File: src/verilog/otc_pkg.sv
//------------------------------------------------------------
// oscillator trim calibration: shared constants and types
//------------------------------------------------------------
package otc_pkg;

	// register byte addresses
	localparam logic [31:0] OTC_CC_CTRL_OFF  = 32'hFFFF0440;
	localparam logic [31:0] OTC_CC_STAT_OFF  = 32'hFFFF0444;
	localparam logic [31:0] OTC_REF_CNT_OFF  = 32'hFFFF0448;
	localparam logic [31:0] OTC_LP_CNT_OFF   = 32'hFFFF044C;
	localparam logic [31:0] OTC_LIN_CTRL_OFF = 32'hFFFF0480;
	localparam logic [31:0] OTC_LP_USR_OFF   = 32'hFFFF0484;
	localparam logic [31:0] OTC_PR_USR_OFF   = 32'hFFFF0488;
	localparam logic [31:0] OTC_BAUD_MAX_OFF = 32'hFFFF048C;
	localparam logic [31:0] OTC_BAUD_MIN_OFF = 32'hFFFF0490;
	localparam logic [31:0] OTC_LIN_STAT_OFF = 32'hFFFF0494;
	localparam logic [31:0] OTC_LP_WRK_OFF   = 32'hFFFF0498;
	localparam logic [31:0] OTC_PR_WRK_OFF   = 32'hFFFF049C;
	localparam logic [31:0] OTC_KEY_OFF      = 32'hFFFF04A0;

	// key, counts, field positions and reset values
	localparam logic [15:0] OTC_KEY_VALUE    = 16'h1324;
	localparam logic [8:0]  OTC_REF_FULL     = 9'h1FF;
	localparam logic [2:0]  OTC_LIN_CTRL_RST = 3'h0;
	localparam logic [19:0] OTC_LIMIT_RST    = 20'h00000;
	localparam logic        OTC_TARGET_RST   = 1'b1;
	localparam int          OTC_CC_EN_BIT    = 0;
	localparam int          OTC_CC_CLR0_BIT  = 1;
	localparam int          OTC_CC_CLR1_BIT  = 2;
	localparam int          OTC_CC_RST_BIT   = 3;
	localparam int          OTC_LIN_EN_BIT   = 0;
	localparam logic [1:0]  OTC_RESP_OKAY    = 2'h0;
	localparam logic [1:0]  OTC_RESP_SLVERR  = 2'h2;

	// counter calibration sequencer, one-hot
	typedef enum logic [2:0] {
		OTC_CC_IDLE = 3'b001,
		OTC_CC_RUN  = 3'b010,
		OTC_CC_DONE = 3'b100
	} otc_cc_state_t;

	// axi4-lite master to slave
	typedef struct packed {
		logic        awvalid;
		logic [31:0] awaddr;
		logic        wvalid;
		logic [31:0] wdata;
		logic [3:0]  wstrb;
		logic        bready;
		logic        arvalid;
		logic [31:0] araddr;
		logic        rready;
	} otc_axi_req_t;

	// axi4-lite slave to master
	typedef struct packed {
		logic        awready;
		logic        wready;
		logic        bvalid;
		logic [1:0]  bresp;
		logic        arready;
		logic        rvalid;
		logic [31:0] rdata;
		logic [1:0]  rresp;
	} otc_axi_rsp_t;

endpackage : otc_pkg

File: src/verilog/otc_top.sv
`timescale 1ns/1ps
// Functional notes
// - complete set at end, lp count read clears
// - busy high while counter calibration runs
// - finish flag on busy fall, cleared reading status
// - 9-bit reference counter on precision ticks, resets zero
// - 10-bit low power counter, 11 bits read
// - step trim when measurement leaves limits
// - auto calibration changes only working trims
// - step code n gives step n plus one
// - control bit zero enables automatic trimming
// - status bit two: low power trim altered
// - status bit one: precision trim altered
// - status bit zero: target, resets to one
// - protected writes need preceding unlock key
// - key-protected control and user trims, control zero
// - writable upper and lower limits reset zero
// - read-only working trim for each oscillator
// - trim derived from measured synchronization timing
// - full reference count stops both counters
// - control: start, clear each, reset all
// - larger low power trim means lower frequency
module otc_top #(
	parameter logic [7:0] LP_TRIM_RST = 8'h80,  // stand-in for factory value
	parameter logic [9:0] PR_TRIM_RST = 10'h200 // stand-in for factory value
) (
	input  wire logic                  i_mclk,
	input  wire logic                  i_sys_rst,
	input  wire otc_pkg::otc_axi_req_t i_axi,
	output otc_pkg::otc_axi_rsp_t      o_axi,
	input  wire logic                  i_prec_osc_tick,
	input  wire logic                  i_lp_osc_tick,
	input  wire logic                  i_lin_meas_valid,
	input  wire logic [19:0]           i_lin_baud_meas,
	input  wire logic                  i_cal_target_lp,
	output logic [7:0]                 o_lp_trim,
	output logic [9:0]                 o_prec_trim,
	output logic                       o_cal_finished
);
	import otc_pkg::*;

	//------------------------------------------------------------
	// state
	//------------------------------------------------------------
	logic          aw_rdy_q, w_rdy_q, ar_rdy_q;  // bus channel readies
	logic          aw_have_q, w_have_q;          // captured halves
	logic [31:0]   awaddr_q, wdata_q;            // held write request
	logic [3:0]    wstrb_q;                      // held byte lanes
	logic          bvalid_q, rvalid_q;           // answers pending
	logic [1:0]    bresp_q, rresp_q;             // answer codes
	logic [31:0]   rdata_q;                      // read answer word
	logic [3:0]    cc_ctrl_q;                    // counter cal control
	otc_cc_state_t cc_state_q, cc_state_d;       // counter sequencer
	logic [8:0]    ref_cnt_q;                    // reference counter
	logic [9:0]    lp_cnt_q;                     // low power counter
	logic          complete_q, fin_q;            // counter cal flags
	logic [2:0]    lin_ctrl_q;                   // step code and enable
	logic [7:0]    lp_usr_q, lp_wrk_q;           // low power trims
	logic [9:0]    pr_usr_q, pr_wrk_q;           // precision trims
	logic [19:0]   max_q, min_q;                 // baud limits
	logic          target_q;                     // 1: low power target
	logic          lp_mod_q, pr_mod_q;           // trim altered flags
	logic          unlock_q;                     // one-shot key state

	//------------------------------------------------------------
	// bus handshakes and decode
	//------------------------------------------------------------
	wire aw_hs    = i_axi.awvalid & aw_rdy_q;
	wire w_hs     = i_axi.wvalid & w_rdy_q;
	wire ar_hs    = i_axi.arvalid & ar_rdy_q;
	wire do_write = aw_have_q & w_have_q;  // both halves in hand
	wire [31:0] wa = {awaddr_q[31:2], 2'b00};
	wire [31:0] ra = {i_axi.araddr[31:2], 2'b00};

	// write targets
	wire wr_cc_ctrl  = do_write & (wa == OTC_CC_CTRL_OFF);
	wire wr_lin_ctrl = do_write & (wa == OTC_LIN_CTRL_OFF);
	wire wr_lp_usr   = do_write & (wa == OTC_LP_USR_OFF);
	wire wr_pr_usr   = do_write & (wa == OTC_PR_USR_OFF);
	wire wr_max      = do_write & (wa == OTC_BAUD_MAX_OFF);
	wire wr_min      = do_write & (wa == OTC_BAUD_MIN_OFF);
	wire wr_key      = do_write & (wa == OTC_KEY_OFF);
	wire wr_prot     = wr_lin_ctrl | wr_lp_usr | wr_pr_usr;
	wire prot_ok     = wr_prot & unlock_q;
	wire wr_ro       = do_write & ((wa == OTC_CC_STAT_OFF) |
		(wa == OTC_REF_CNT_OFF) | (wa == OTC_LP_CNT_OFF) |
		(wa == OTC_LIN_STAT_OFF) | (wa == OTC_LP_WRK_OFF) |
		(wa == OTC_PR_WRK_OFF));
	// read-only targets silently ignore writes; unmapped ones fail
	wire wr_err = (wr_prot & ~unlock_q) |
		~(wr_cc_ctrl | wr_prot | wr_max | wr_min | wr_key | wr_ro);

	// read targets with side effects
	wire rd_cc_stat  = ar_hs & (ra == OTC_CC_STAT_OFF);
	wire rd_lp_cnt   = ar_hs & (ra == OTC_LP_CNT_OFF);
	wire rd_lin_stat = ar_hs & (ra == OTC_LIN_STAT_OFF);

	// byte-lane merge of the held write into an old value
	function automatic logic [31:0] otc_merge(input logic [31:0] o,
		input logic [31:0] n, input logic [3:0] s);
		logic [31:0] r;
		r = o;
		for (int b = 0; b < 4; b++)
		begin
			if (s[b])
			begin
				r[b*8 +: 8] = n[b*8 +: 8];
			end
		end
		return r;
	endfunction : otc_merge

	wire [31:0] wmask = otc_merge(32'h00000000, wdata_q, wstrb_q);

	//------------------------------------------------------------
	// read mux
	//------------------------------------------------------------
	logic [31:0] rd_word;
	logic        rd_err;
	always_comb
	begin
		rd_word = 32'h00000000;
		rd_err  = 1'b0;
		unique case (ra)
			OTC_CC_CTRL_OFF:  rd_word = {28'h0000000, cc_ctrl_q};
			OTC_CC_STAT_OFF:  rd_word = {29'h00000000, complete_q,
				cc_state_q == OTC_CC_RUN, fin_q};
			OTC_REF_CNT_OFF:  rd_word = {23'h000000, ref_cnt_q};
			OTC_LP_CNT_OFF:   rd_word = {21'h000000, 1'b0, lp_cnt_q};
			OTC_LIN_CTRL_OFF: rd_word = {29'h00000000, lin_ctrl_q};
			OTC_LP_USR_OFF:   rd_word = {24'h000000, lp_usr_q};
			OTC_PR_USR_OFF:   rd_word = {22'h000000, pr_usr_q};
			OTC_BAUD_MAX_OFF: rd_word = {12'h000, max_q};
			OTC_BAUD_MIN_OFF: rd_word = {12'h000, min_q};
			OTC_LIN_STAT_OFF: rd_word = {29'h00000000, lp_mod_q,
				pr_mod_q, target_q};
			OTC_LP_WRK_OFF:   rd_word = {24'h000000, lp_wrk_q};
			OTC_PR_WRK_OFF:   rd_word = {21'h000000, 1'b0, pr_wrk_q};
			OTC_KEY_OFF:      rd_word = 32'h00000000;  // write-only
			default:          rd_err  = 1'b1;
		endcase
	end

	//------------------------------------------------------------
	// bus slave channels
	//------------------------------------------------------------
	wire aw_have_d = (aw_have_q | aw_hs) & ~do_write;
	wire w_have_d  = (w_have_q | w_hs) & ~do_write;
	wire bvalid_d  = (bvalid_q & ~i_axi.bready) | do_write;
	wire rvalid_d  = (rvalid_q & ~i_axi.rready) | ar_hs;

	// one write and one read in flight; readies drop while busy
	always_ff @(posedge i_mclk or posedge i_sys_rst)
	begin
		if (i_sys_rst)
		begin
			aw_rdy_q  <= 1'b0;
			w_rdy_q   <= 1'b0;
			ar_rdy_q  <= 1'b0;
			aw_have_q <= 1'b0;
			w_have_q  <= 1'b0;
			bvalid_q  <= 1'b0;
			rvalid_q  <= 1'b0;
		end
		else
		begin
			aw_rdy_q  <= ~aw_have_d & ~bvalid_d;
			w_rdy_q   <= ~w_have_d & ~bvalid_d;
			ar_rdy_q  <= ~rvalid_d;
			aw_have_q <= aw_have_d;
			w_have_q  <= w_have_d;
			bvalid_q  <= bvalid_d;
			rvalid_q  <= rvalid_d;
		end
	end

	// payload capture, held until the answer is taken
	always_ff @(posedge i_mclk or posedge i_sys_rst)
	begin
		if (i_sys_rst)
		begin
			awaddr_q <= 32'h00000000;
			wdata_q  <= 32'h00000000;
			wstrb_q  <= 4'h0;
			bresp_q  <= OTC_RESP_OKAY;
			rdata_q  <= 32'h00000000;
			rresp_q  <= OTC_RESP_OKAY;
		end
		else
		begin
			if (aw_hs)
				awaddr_q <= i_axi.awaddr;
			if (w_hs)
			begin
				wdata_q <= i_axi.wdata;
				wstrb_q <= i_axi.wstrb;
			end
			if (do_write)
				bresp_q <= wr_err ? OTC_RESP_SLVERR : OTC_RESP_OKAY;
			if (ar_hs)
			begin
				rdata_q <= rd_word;
				rresp_q <= rd_err ? OTC_RESP_SLVERR : OTC_RESP_OKAY;
			end
		end
	end

	assign o_axi = '{awready: aw_rdy_q, wready: w_rdy_q, bvalid: bvalid_q,
		bresp: bresp_q, arready: ar_rdy_q, rvalid: rvalid_q,
		rdata: rdata_q, rresp: rresp_q};

	//------------------------------------------------------------
	// counter calibration
	//------------------------------------------------------------
	wire cc_en   = cc_ctrl_q[OTC_CC_EN_BIT];
	wire cc_rst  = cc_ctrl_q[OTC_CC_RST_BIT];
	wire clr_ref = cc_rst | cc_ctrl_q[OTC_CC_CLR0_BIT];
	wire clr_lp  = cc_rst | cc_ctrl_q[OTC_CC_CLR1_BIT];
	// a held clear beats the last tick, so done always means full
	wire ref_top = i_prec_osc_tick & ~clr_ref &
		(ref_cnt_q == OTC_REF_FULL - 9'h001);
	wire cc_fin  = (cc_state_q == OTC_CC_RUN) & (cc_state_d != OTC_CC_RUN);

	// sequencer; a run needs enable, no reset, and room to count
	always_comb
	begin
		cc_state_d = cc_state_q;
		unique case (cc_state_q)
			OTC_CC_IDLE:
				if (cc_en & ~cc_rst & (ref_cnt_q != OTC_REF_FULL))
					cc_state_d = OTC_CC_RUN;
			OTC_CC_RUN:
				if (~cc_en | cc_rst)
					cc_state_d = OTC_CC_IDLE;  // abort
				else if (ref_top)
					cc_state_d = OTC_CC_DONE;
			OTC_CC_DONE:
				if (~cc_en | cc_rst)
					cc_state_d = OTC_CC_IDLE;
			default:
				cc_state_d = OTC_CC_IDLE;
		endcase
	end

	// counters count only in the run state, so both freeze together
	always_ff @(posedge i_mclk or posedge i_sys_rst)
	begin
		if (i_sys_rst)
		begin
			cc_state_q <= OTC_CC_IDLE;
			cc_ctrl_q  <= 4'h0;
			ref_cnt_q  <= 9'h000;
			lp_cnt_q   <= 10'h000;
		end
		else
		begin
			cc_state_q <= cc_state_d;
			if (wr_cc_ctrl)
				cc_ctrl_q <= wmask[3:0];
			if (clr_ref)
				ref_cnt_q <= 9'h000;
			else if (cc_state_q == OTC_CC_RUN & i_prec_osc_tick)
				ref_cnt_q <= ref_cnt_q + 9'h001;
			if (clr_lp)
				lp_cnt_q <= 10'h000;
			else if (cc_state_q == OTC_CC_RUN & i_lp_osc_tick)
				lp_cnt_q <= lp_cnt_q + 10'h001;
		end
	end

	// sticky flags; a set in the clearing cycle wins
	always_ff @(posedge i_mclk or posedge i_sys_rst)
	begin
		if (i_sys_rst)
		begin
			complete_q     <= 1'b0;
			fin_q          <= 1'b0;
			o_cal_finished <= 1'b0;
		end
		else
		begin
			if (cc_fin & ref_top)
				complete_q <= 1'b1;
			else if (rd_lp_cnt)
				complete_q <= 1'b0;
			if (cc_fin)
				fin_q <= 1'b1;
			else if (rd_cc_stat)
				fin_q <= 1'b0;
			o_cal_finished <= cc_fin | (fin_q & ~rd_cc_stat);
		end
	end

	//------------------------------------------------------------
	// lin based trimming
	//------------------------------------------------------------
	wire       lin_en  = lin_ctrl_q[OTC_LIN_EN_BIT];
	wire [2:0] step    = {1'b0, lin_ctrl_q[2:1]} + 3'h1;
	// each measurement times one synchronization field at a fixed rate
	wire       meas_hi = i_lin_baud_meas > max_q;
	wire       meas_lo = i_lin_baud_meas < min_q;
	wire       adjust  = lin_en & i_lin_meas_valid & (meas_hi | meas_lo);
	wire       lp_auto = lin_en & target_q;
	wire       pr_auto = lin_en & ~target_q;

	// saturating steps; larger trim slows the oscillator
	wire [8:0]  lp_up = {1'b0, lp_wrk_q} + {6'h00, step};
	wire [10:0] pr_up = {1'b0, pr_wrk_q} + {8'h00, step};
	wire [7:0]  lp_inc = lp_up[8] ? 8'hFF : lp_up[7:0];
	wire [9:0]  pr_inc = pr_up[10] ? 10'h3FF : pr_up[9:0];
	wire [7:0]  lp_dec = (lp_wrk_q < {5'h00, step}) ? 8'h00 :
		lp_wrk_q - {5'h00, step};
	wire [9:0]  pr_dec = (pr_wrk_q < {7'h00, step}) ? 10'h000 :
		pr_wrk_q - {7'h00, step};
	wire [7:0]  lp_new = meas_hi ? lp_inc : lp_dec;
	wire [9:0]  pr_new = meas_hi ? pr_inc : pr_dec;
	wire        lp_chg = adjust & target_q & (lp_new != lp_wrk_q);
	wire        pr_chg = adjust & ~target_q & (pr_new != pr_wrk_q);

	// key-protected registers and limits
	always_ff @(posedge i_mclk or posedge i_sys_rst)
	begin
		if (i_sys_rst)
		begin
			lin_ctrl_q <= OTC_LIN_CTRL_RST;
			lp_usr_q   <= LP_TRIM_RST;
			pr_usr_q   <= PR_TRIM_RST;
			max_q      <= OTC_LIMIT_RST;
			min_q      <= OTC_LIMIT_RST;
			unlock_q   <= 1'b0;
		end
		else
		begin
			if (wr_lin_ctrl & unlock_q)
				lin_ctrl_q <= wmask[2:0];
			if (wr_lp_usr & unlock_q)
				lp_usr_q <= wmask[7:0];
			if (wr_pr_usr & unlock_q)
				pr_usr_q <= wmask[9:0];
			if (wr_max)
				max_q <= wmask[19:0];
			if (wr_min)
				min_q <= wmask[19:0];
			if (wr_key)
				unlock_q <= wmask[15:0] == OTC_KEY_VALUE;
			else if (wr_prot)
				unlock_q <= 1'b0;
		end
	end

	// working trims follow user trims unless the lin loop owns them;
	// software must save them before disabling, or they snap back
	always_ff @(posedge i_mclk or posedge i_sys_rst)
	begin
		if (i_sys_rst)
		begin
			lp_wrk_q <= LP_TRIM_RST;
			pr_wrk_q <= PR_TRIM_RST;
		end
		else
		begin
			if (~lp_auto)
				lp_wrk_q <= lp_usr_q;
			else if (lp_chg)
				lp_wrk_q <= lp_new;
			if (~pr_auto)
				pr_wrk_q <= pr_usr_q;
			else if (pr_chg)
				pr_wrk_q <= pr_new;
		end
	end

	// status flags and trim outputs
	always_ff @(posedge i_mclk or posedge i_sys_rst)
	begin
		if (i_sys_rst)
		begin
			target_q    <= OTC_TARGET_RST;
			lp_mod_q    <= 1'b0;
			pr_mod_q    <= 1'b0;
			o_lp_trim   <= LP_TRIM_RST;
			o_prec_trim <= PR_TRIM_RST;
		end
		else
		begin
			target_q <= i_cal_target_lp;
			if (lp_chg)
				lp_mod_q <= 1'b1;
			else if (rd_lin_stat)
				lp_mod_q <= 1'b0;
			if (pr_chg)
				pr_mod_q <= 1'b1;
			else if (rd_lin_stat)
				pr_mod_q <= 1'b0;
			o_lp_trim   <= lp_wrk_q;
			o_prec_trim <= pr_wrk_q;
		end
	end
endmodule : otc_top

File: config.mk
export PLATFORM = sky130hd
export DESIGN_NAME = otc_top
export DESIGN_NICKNAME = d
export VERILOG_FILES = /design/src/verilog/otc_pkg.sv /design/src/verilog/otc_top.sv
export SDC_FILE = /design/constraint.sdc
export NUM_CORES = 1
export LEC_CHECK = 0
export BUFFER_PORTS_ARGS = -buffer_cell sky130_fd_sc_hd__buf_4
export CAP_MARGIN = 30
export CORE_MARGIN = 2
export CORE_UTILIZATION = 40
export DETAILED_ROUTE_END_ITERATION = 8
export GPL_ROUTABILITY_DRIVEN = 0
export GPL_TIMING_DRIVEN = 0
export SKIP_LAST_GASP = 1
export SYNTH_ARGS = -nofsm -noshare
export SYNTH_HDL_FRONTEND = slang
export SYNTH_SLANG_ARGS = --single-unit
File: constraint.sdc
create_clock -name i_mclk -period 12.04 [get_ports i_mclk]
set_input_delay 1.204 -clock i_mclk [delete_from_list [all_inputs] [get_ports i_mclk]]
set_output_delay 1.204 -clock i_mclk [all_outputs]
set_load 0.01 [all_outputs]
# ---- Yosys cells after proc, flatten, opt, wreduce, memory -nomap -nowiden
# Cells that the tools add are included.
dict set report word_totals {
  regBits 228
  inputBits 131
  output_inout_bits 60
  word_cells 201
}
dict set report classes {
  addsub 7
  n_lt_le_gt_ge 4
  n_eq_ne 37
  mux 34
  bitwise_logic 78
  n_reduce_logical 8
}
# op n
set ops {}
lappend ops {{30-bit == test, second input constant} 26}
lappend ops {{20-bit one-hot mux with 12 select lines} 1}
lappend ops {{10-bit 2-to-1 mux} 7}
lappend ops {{8-bit 2-to-1 mux} 7}
lappend ops {{1-bit AND} 42}
lappend ops {{1-bit OR} 22}
lappend ops {{20-bit greater-than comparator} 1}
lappend ops {{20-bit < comparator} 1}
lappend ops {{9-bit 2-to-1 mux} 2}
lappend ops {{16-bit by 13-bit == test with 1-bit output, second input constant} 1}
lappend ops {{1-bit NOT} 14}
lappend ops {{2-bit nonzero test} 7}
lappend ops {{13-bit OR reduction} 1}
lappend ops {{3-bit 2-to-1 mux} 4}
lappend ops {{10-bit by 3-bit adder with 11-bit output} 1}
lappend ops {{10-bit by 1-bit adder with 10-bit output, second input constant} 1}
lappend ops {{10-bit by 3-bit < comparator with 1-bit output} 1}
lappend ops {{10-bit != test} 1}
lappend ops {{10-bit by 3-bit subtractor with 10-bit output} 1}
lappend ops {{8-bit by 3-bit adder with 9-bit output} 1}
lappend ops {{9-bit by 1-bit adder with 9-bit output, second input constant} 1}
lappend ops {{9-bit == test, second input constant} 1}
lappend ops {{1-bit 2-to-1 mux} 9}
lappend ops {{9-bit != test, second input constant} 1}
lappend ops {{12 further kinds} 14}

# ---- Longest topological paths before layout
dict set report depth {
  ltp_word 12
  depth_mapped 15
}

# ---- Worst setup path before layout
# OpenSTA, ideal clock, no wires.
dict set report synth_path {
  path_type {input port to flip-flop}
  startpoint {in i_lin_baud_meas[11]}
  endpoint {reg pr_wrk_q[6]}
  arrival_time_ns 3.775
  required_time_ns 11.919
  path_slack_ns 8.144
  stages 12
  path_buffers 1
  cell_sequence {ha_1 > and3_1 > a221oi_1 > nor3_1 > or2_1 > buf_6 > o21ai_4 > mux4_2 > nor3b_4 > nand3_2 > a21oi_1 > nor3_2}
}
dict set report synth_between {
  elab_chain_cells 6
  elab_cells_between_ends 11
  classes_between {order compare: 2; eq/ne: 2; mux: 3; bitwise: 4}
}
# element line
set synth_lines {}
lappend synth_lines {{start, declared} otc_top.sv:34} ;# input wire logic [19:0] i_lin_baud_meas,
lappend synth_lines {{parallel branches: the longest is 6 deep, another holds 20-bit greater-than comparator} n/a}
lappend synth_lines {{end signal, assigned} otc_top.sv:367} ;# pr_wrk_q <= pr_usr_q;
lappend synth_lines {{end signal, assigned} otc_top.sv:369} ;# pr_wrk_q <= pr_new;
lappend synth_lines {{end, declared} otc_top.sv:59} ;# logic [9:0] pr_usr_q, pr_wrk_q;
# Several ways; the timed one is not identified. The select of a mux whose other input is x is not followed.
# A chain may end at the register's enable or synchronous reset.

# ---- Final worst setup path
dict set report layout_path {
  startpoint {reg lin_ctrl_q[1]}
  endpoint {reg pr_wrk_q[6]}
}
dict set report layout_between {
  elab_chain_cells 7
  elab_cells_between_ends 12
  classes_between {add/sub: 3; order compare: 1; eq/ne: 2; mux: 5; bitwise: 1}
}
# element line
set layout_lines {}
lappend layout_lines {{start, declared} otc_top.sv:57} ;# logic [2:0] lin_ctrl_q;
lappend layout_lines {{start signal, assigned} otc_top.sv:335} ;# lin_ctrl_q <= wmask[2:0];
lappend layout_lines {{2-bit by 1-bit adder with 3-bit output (*)} otc_top.sv:298} ;# wire [2:0] step = {1'b0, lin_ctrl_q[2:1]} + 3'h1;
lappend layout_lines {{10-bit by 3-bit subtractor with 10-bit output, or another cell as far along} otc_top.sv:314} ;# pr_wrk_q - {7'h00, step};
lappend layout_lines {{10-bit 2-to-1 mux (on tied branches)} {otc_top.sv:313, otc_top.sv:310}}
lappend layout_lines {{10-bit 2-to-1 mux (*)} otc_top.sv:316} ;# wire [9:0] pr_new = meas_hi ? pr_inc : pr_dec;
lappend layout_lines {{10-bit != test} otc_top.sv:318} ;# wire pr_chg = adjust & ~target_q & (pr_new != pr_wrk_q);
lappend layout_lines {{1-bit AND} otc_top.sv:318}
lappend layout_lines {{2-bit by 1-bit != test with 1-bit output (no line)} n/a}
# Every way passes the cells marked *; elsewhere a longest branch is shown, timed or not. The select of a mux whose other input is x is not followed.

==> impl_summary.md <==
Setup path
The worst setup path startpoint is lin_ctrl_q[1]$_DFFE_PP0P_. The count of cells along the worst register-to-register path is 12. The worst setup path is of the flip-flop to flip-flop kind. Of all nets on the critical path, the largest fanout is 9.

The worst setup path is captured at a flip-flop. The data arrival time of the critical path is 4.78 ns. The launch instance of the worst register-to-register path is lin_ctrl_q[1]$_DFFE_PP0P_. The worst register-to-register path ends at pr_wrk_q[6]$_DFFE_PP0P_. The slack of the worst reg-to-reg path is 7.70 ns. The required time at the worst-slack endpoint is 12.48 ns. The endpoint of the worst setup timing path is pr_wrk_q[6]$_DFFE_PP0P_.

The type of origin of the critical path is a flip-flop.

Yosys
The distinct cell type count of the synthesized netlist is 82. In this run the cell area of the synthesized design comes to 0.01163 mm2. The number of warnings printed during yosys synthesis is 0. The proportion of register bits with asynchronous set or reset after synthesis is 100.0%. The average footprint of a synthesized cell is 9.719 um2. The commonest cells after synthesis are sky130_fd_sc_hd__dfrtp_1 (204), sky130_fd_sc_hd__nand2_1 (171), sky130_fd_sc_hd__o21ai_0 (113). Yosys attributes the largest share of cell area to sky130_fd_sc_hd__dfrtp_1 (44%), sky130_fd_sc_hd__ha_1 (6.1%), sky130_fd_sc_hd__nand2_1 (5.5%). In the synthesized netlist, the number of instances is 1197. Synthesis inferred 212 register bits. Summing the sequential cell areas from Yosys gives 45.69% of the chip area. The synthesized design spends more area on one cell type than any other, namely sky130_fd_sc_hd__dfrtp_1.

The primary flip-flop cell chosen by synthesis mapping is sky130_fd_sc_hd__dfrtp_1. Yosys instantiated no cell more often than sky130_fd_sc_hd__dfrtp_1. The share of the synthesized area in the top cell type is 43.88%. In this run, synthesis inferred 0 flip-flops with an integrated enable.

Clock network
Hold repair after CTS inserted 0 buffers. The clock network latency to the later pin of the worst-skew pair is 0.54 ns. TritonCTS built the clock tree. The clock passes through at most 3 buffers. The clock transition at the registers of the reported paths is 0.06 ns. The root buffer cell is sky130_fd_sc_hd__clkbuf_16. TritonCTS created 25 clock buffers.

The post-CTS resize count is 0. The buffer count from post-CTS setup fixing is 0. The clock net sink count is 212. The maximum level of the CTS H-tree is 1.

STA
Setup violations remaining at the end of the flow were counted as 0. At the pin with the least slew margin, the transition time is 0.7547 ns. Setup repair after global routing left no endpoint under its margin.

The time the final worst path needs with I/O delays and setup is 4.337 ns. The count of final hold-check violations came to 0. The post-route clock skew is 0.02129 ns.

The post-route setup TNS is 0 ns. The worst pin sits at a relative slew slack of 49.33%. The number of max-slew violations in the final report is 0.

Hold timing on the final database bottoms out at a slack of 0.3644 ns. The portion of the clock cycle consumed by the worst path in the final layout is 36.02%. The maximum clock rate is 230.6 MHz.

Layout
Compared with the post-synthesis result, the final layout area differs by 22.61%. 0 antenna diodes ended up in the layout. The number of nets in the layout is 1589.

The fraction of layout instances using a drive strength above 1 is 22.18%. The filler cell count is 2766.

Floorplanning
The area inside the core boundary is 0.02870 mm2. In this run the count of I/O pins placed on the die edge is 191. The die extent in y is 174.5 um. The die covers 0.03046 mm2. The horizontal die dimension is 174.5 um. The initial core utilization is 40.53%. The count of standard-cell rows is 62.

Pwr
The total power density per cell area is 141.9 mW/mm2. Summed over all cells, the static leakage comes to 6.360 nW. VDD sags by at most 0.1124 mV.

Global route
The initial antenna violation count is 0. The number of global-route vias before repair was 9745. Entering global routing, the biggest net connects 114 pins. Global routing consumed, over all layers together, 21.96% of the routing resources. The sum of overflow across all layers after global routing is 0. The first-pass GRT wire length is 53270 um.

Detailed routing
Using the TritonRoute via totals, the vias-per-cell ratio works out to 5.397. Summed over all layers, the routed wires come to 33360 um. In the final routed layout, each cell accounts on average for 18.53 um. The total via count in the routed design is 9715. The number of remaining DRC errors is 0. Before antenna repair, the detailed router went through 5 iterations.

For this block, the initial DRC count from the detailed router was 836. The remaining antenna violation count after routing is 0.

Flow run
The count of maximum capacitance violations is 0.

Min path
The path category of the worst min-delay check is flip-flop to flip-flop. The startpoint of the tightest hold check path is pr_wrk_q[9]$_DFFE_PP1P_.

Status
The run finished with clean final reports.

Placement
The count of buffers from port buffering is 159. Detailed placement ended at an HPWL of 25970 um.
final cells by class:
cell class | count | area (um2) | share of cell area [%]
multi-input cells | 861 | 5769 | 40.45
flip-flops and latches | 212 | 5315 | 37.26
repair buffers | 160 | 1221 | 8.561
clock buffers | 35 | 723.2 | 5.070
well taps | 384 | 480.5 | 3.368
plain buffers | 68 | 339.1 | 2.377
inverters | 69 | 266.5 | 1.868
clock inverters | 11 | 148.9 | 1.044
flip-flops by register name (all words and copies together), names as in the netlist, 3 cells and up:
name,count
o_prec_trim,10
rdata_q,20
cc_state_q,3
lin_ctrl_q,3
pr_usr_q,10
pr_wrk_q,10
ref_cnt_q,9
lp_cnt_q,10
cc_ctrl_q,4
lp_usr_q,8
lp_wrk_q,8
o_lp_trim,8
wstrb_q,3
wdata_q,20
max_q,20
min_q,20
awaddr_q,30
placed cells by master, fill, tap and decap left out, drive strengths merged, types with 7 or more instances in the layout:
cell type	n
a211oi	15
a21o	21
a21oi	44
a222oi	9
a22oi	24
a31oi	9
and2	10
and3	13
buf	190
clkbuf	73
clkinv	7
conb	14
dfrtp	204
dfstp	8
ha	57
inv	70
mux2	53
mux2i	16
nand2	171
nand2b	7
nand3	30
nand3b	8
nand4	24
nor2	62
nor2b	10
nor3	18
nor3b	7
o211ai	9
o21ai	123
xor2	15
metal layers:
| layer | up-vias | part of all wire [%] | global-route usage, % | wire length [um] |
|---|---|---|---|---|
| met2 | 309 | 47 | 36.61 | 15680 |
| met1 | 4660 | 42 | 28.10 | 14100 |
| met4 | 0 | 4.1 | 8.229 | 1379 |
| li1 | 4669 | - | - | - |
| met5 | - | 0 | 0 | 0 |
| met3 | 77 | 6.6 | 4.703 | 2202 |
per-stage QoR:
stage / instances / setup slack [ns] / utilization (%) / power, mW / instance area, um2
floorplan: 1210 / 5.055 / - / 1.111 / 11680
CTS: 1800 / 7.733 / 49.69 / 2.046 / 14260
global placement: 1753 / 2.527 / 46.53 / 1.233 / 13360
global route: 1800 / 7.480 / 49.69 / 2.121 / 14260
detailed placement: 1754 / 7.466 / 46.66 / 1.247 / 13390
finish: 1800 / 7.703 / 49.69 / 2.024 / 14260
report_power, final:
| group | internal (mW) | switching, mW |
|---|---|---|
| Combinational | 0.172 | 0.167 |
| Sequential | 0.816 | 0.0771 |
| Clock | 0.485 | 0.307 |
worst min-delay path by stage:
stage | slack [ns] | cells past startpoint | to
finish | 0.36 | 0 | o_prec_trim[9]$_DFF_PP1_
global route | 0.38 | 0 | o_prec_trim[9]$_DFF_PP1_
detailed placement | 0.36 | 0 | o_lp_trim[5]$_DFF_PP0_
CTS | 0.37 | 0 | o_prec_trim[9]$_DFF_PP1_
floorplan | 0.35 | 0 | o_lp_trim[3]$_DFF_PP0_
global placement | 0.36 | 0 | o_prec_trim[9]$_DFF_PP1_
cell families after synthesis:
logic type / after synthesis / share of synthesized area, %
other cells: 1 / 0.03223
flops: 212 / 45.69
compound gates: 304 / 17.01
xor+xnor: 21 / 1.581
buf+inv: 137 / 5.141
simple gates: 388 / 16.44
fa+ha+maj: 61 / 6.819
mux: 73 / 7.281
worst max-delay path: stages (launching register included):
cell and delay [ns]:
sky130_fd_sc_hd__dfrtp_1 0.48, sky130_fd_sc_hd__ha_1 0.43, sky130_fd_sc_hd__inv_1 0.18, sky130_fd_sc_hd__fa_1 0.48, sky130_fd_sc_hd__a211oi_2 0.55, sky130_fd_sc_hd__nand3_1 0.39, sky130_fd_sc_hd__o21ai_0 0.23, sky130_fd_sc_hd__nand3_1 0.11
sky130_fd_sc_hd__mux4_2 0.52, sky130_fd_sc_hd__nor3b_4 0.40, sky130_fd_sc_hd__a21oi_2 0.17, sky130_fd_sc_hd__o21a_1 0.17, sky130_fd_sc_hd__nor3_2 0.14
(Power assumes the default switching activity.)
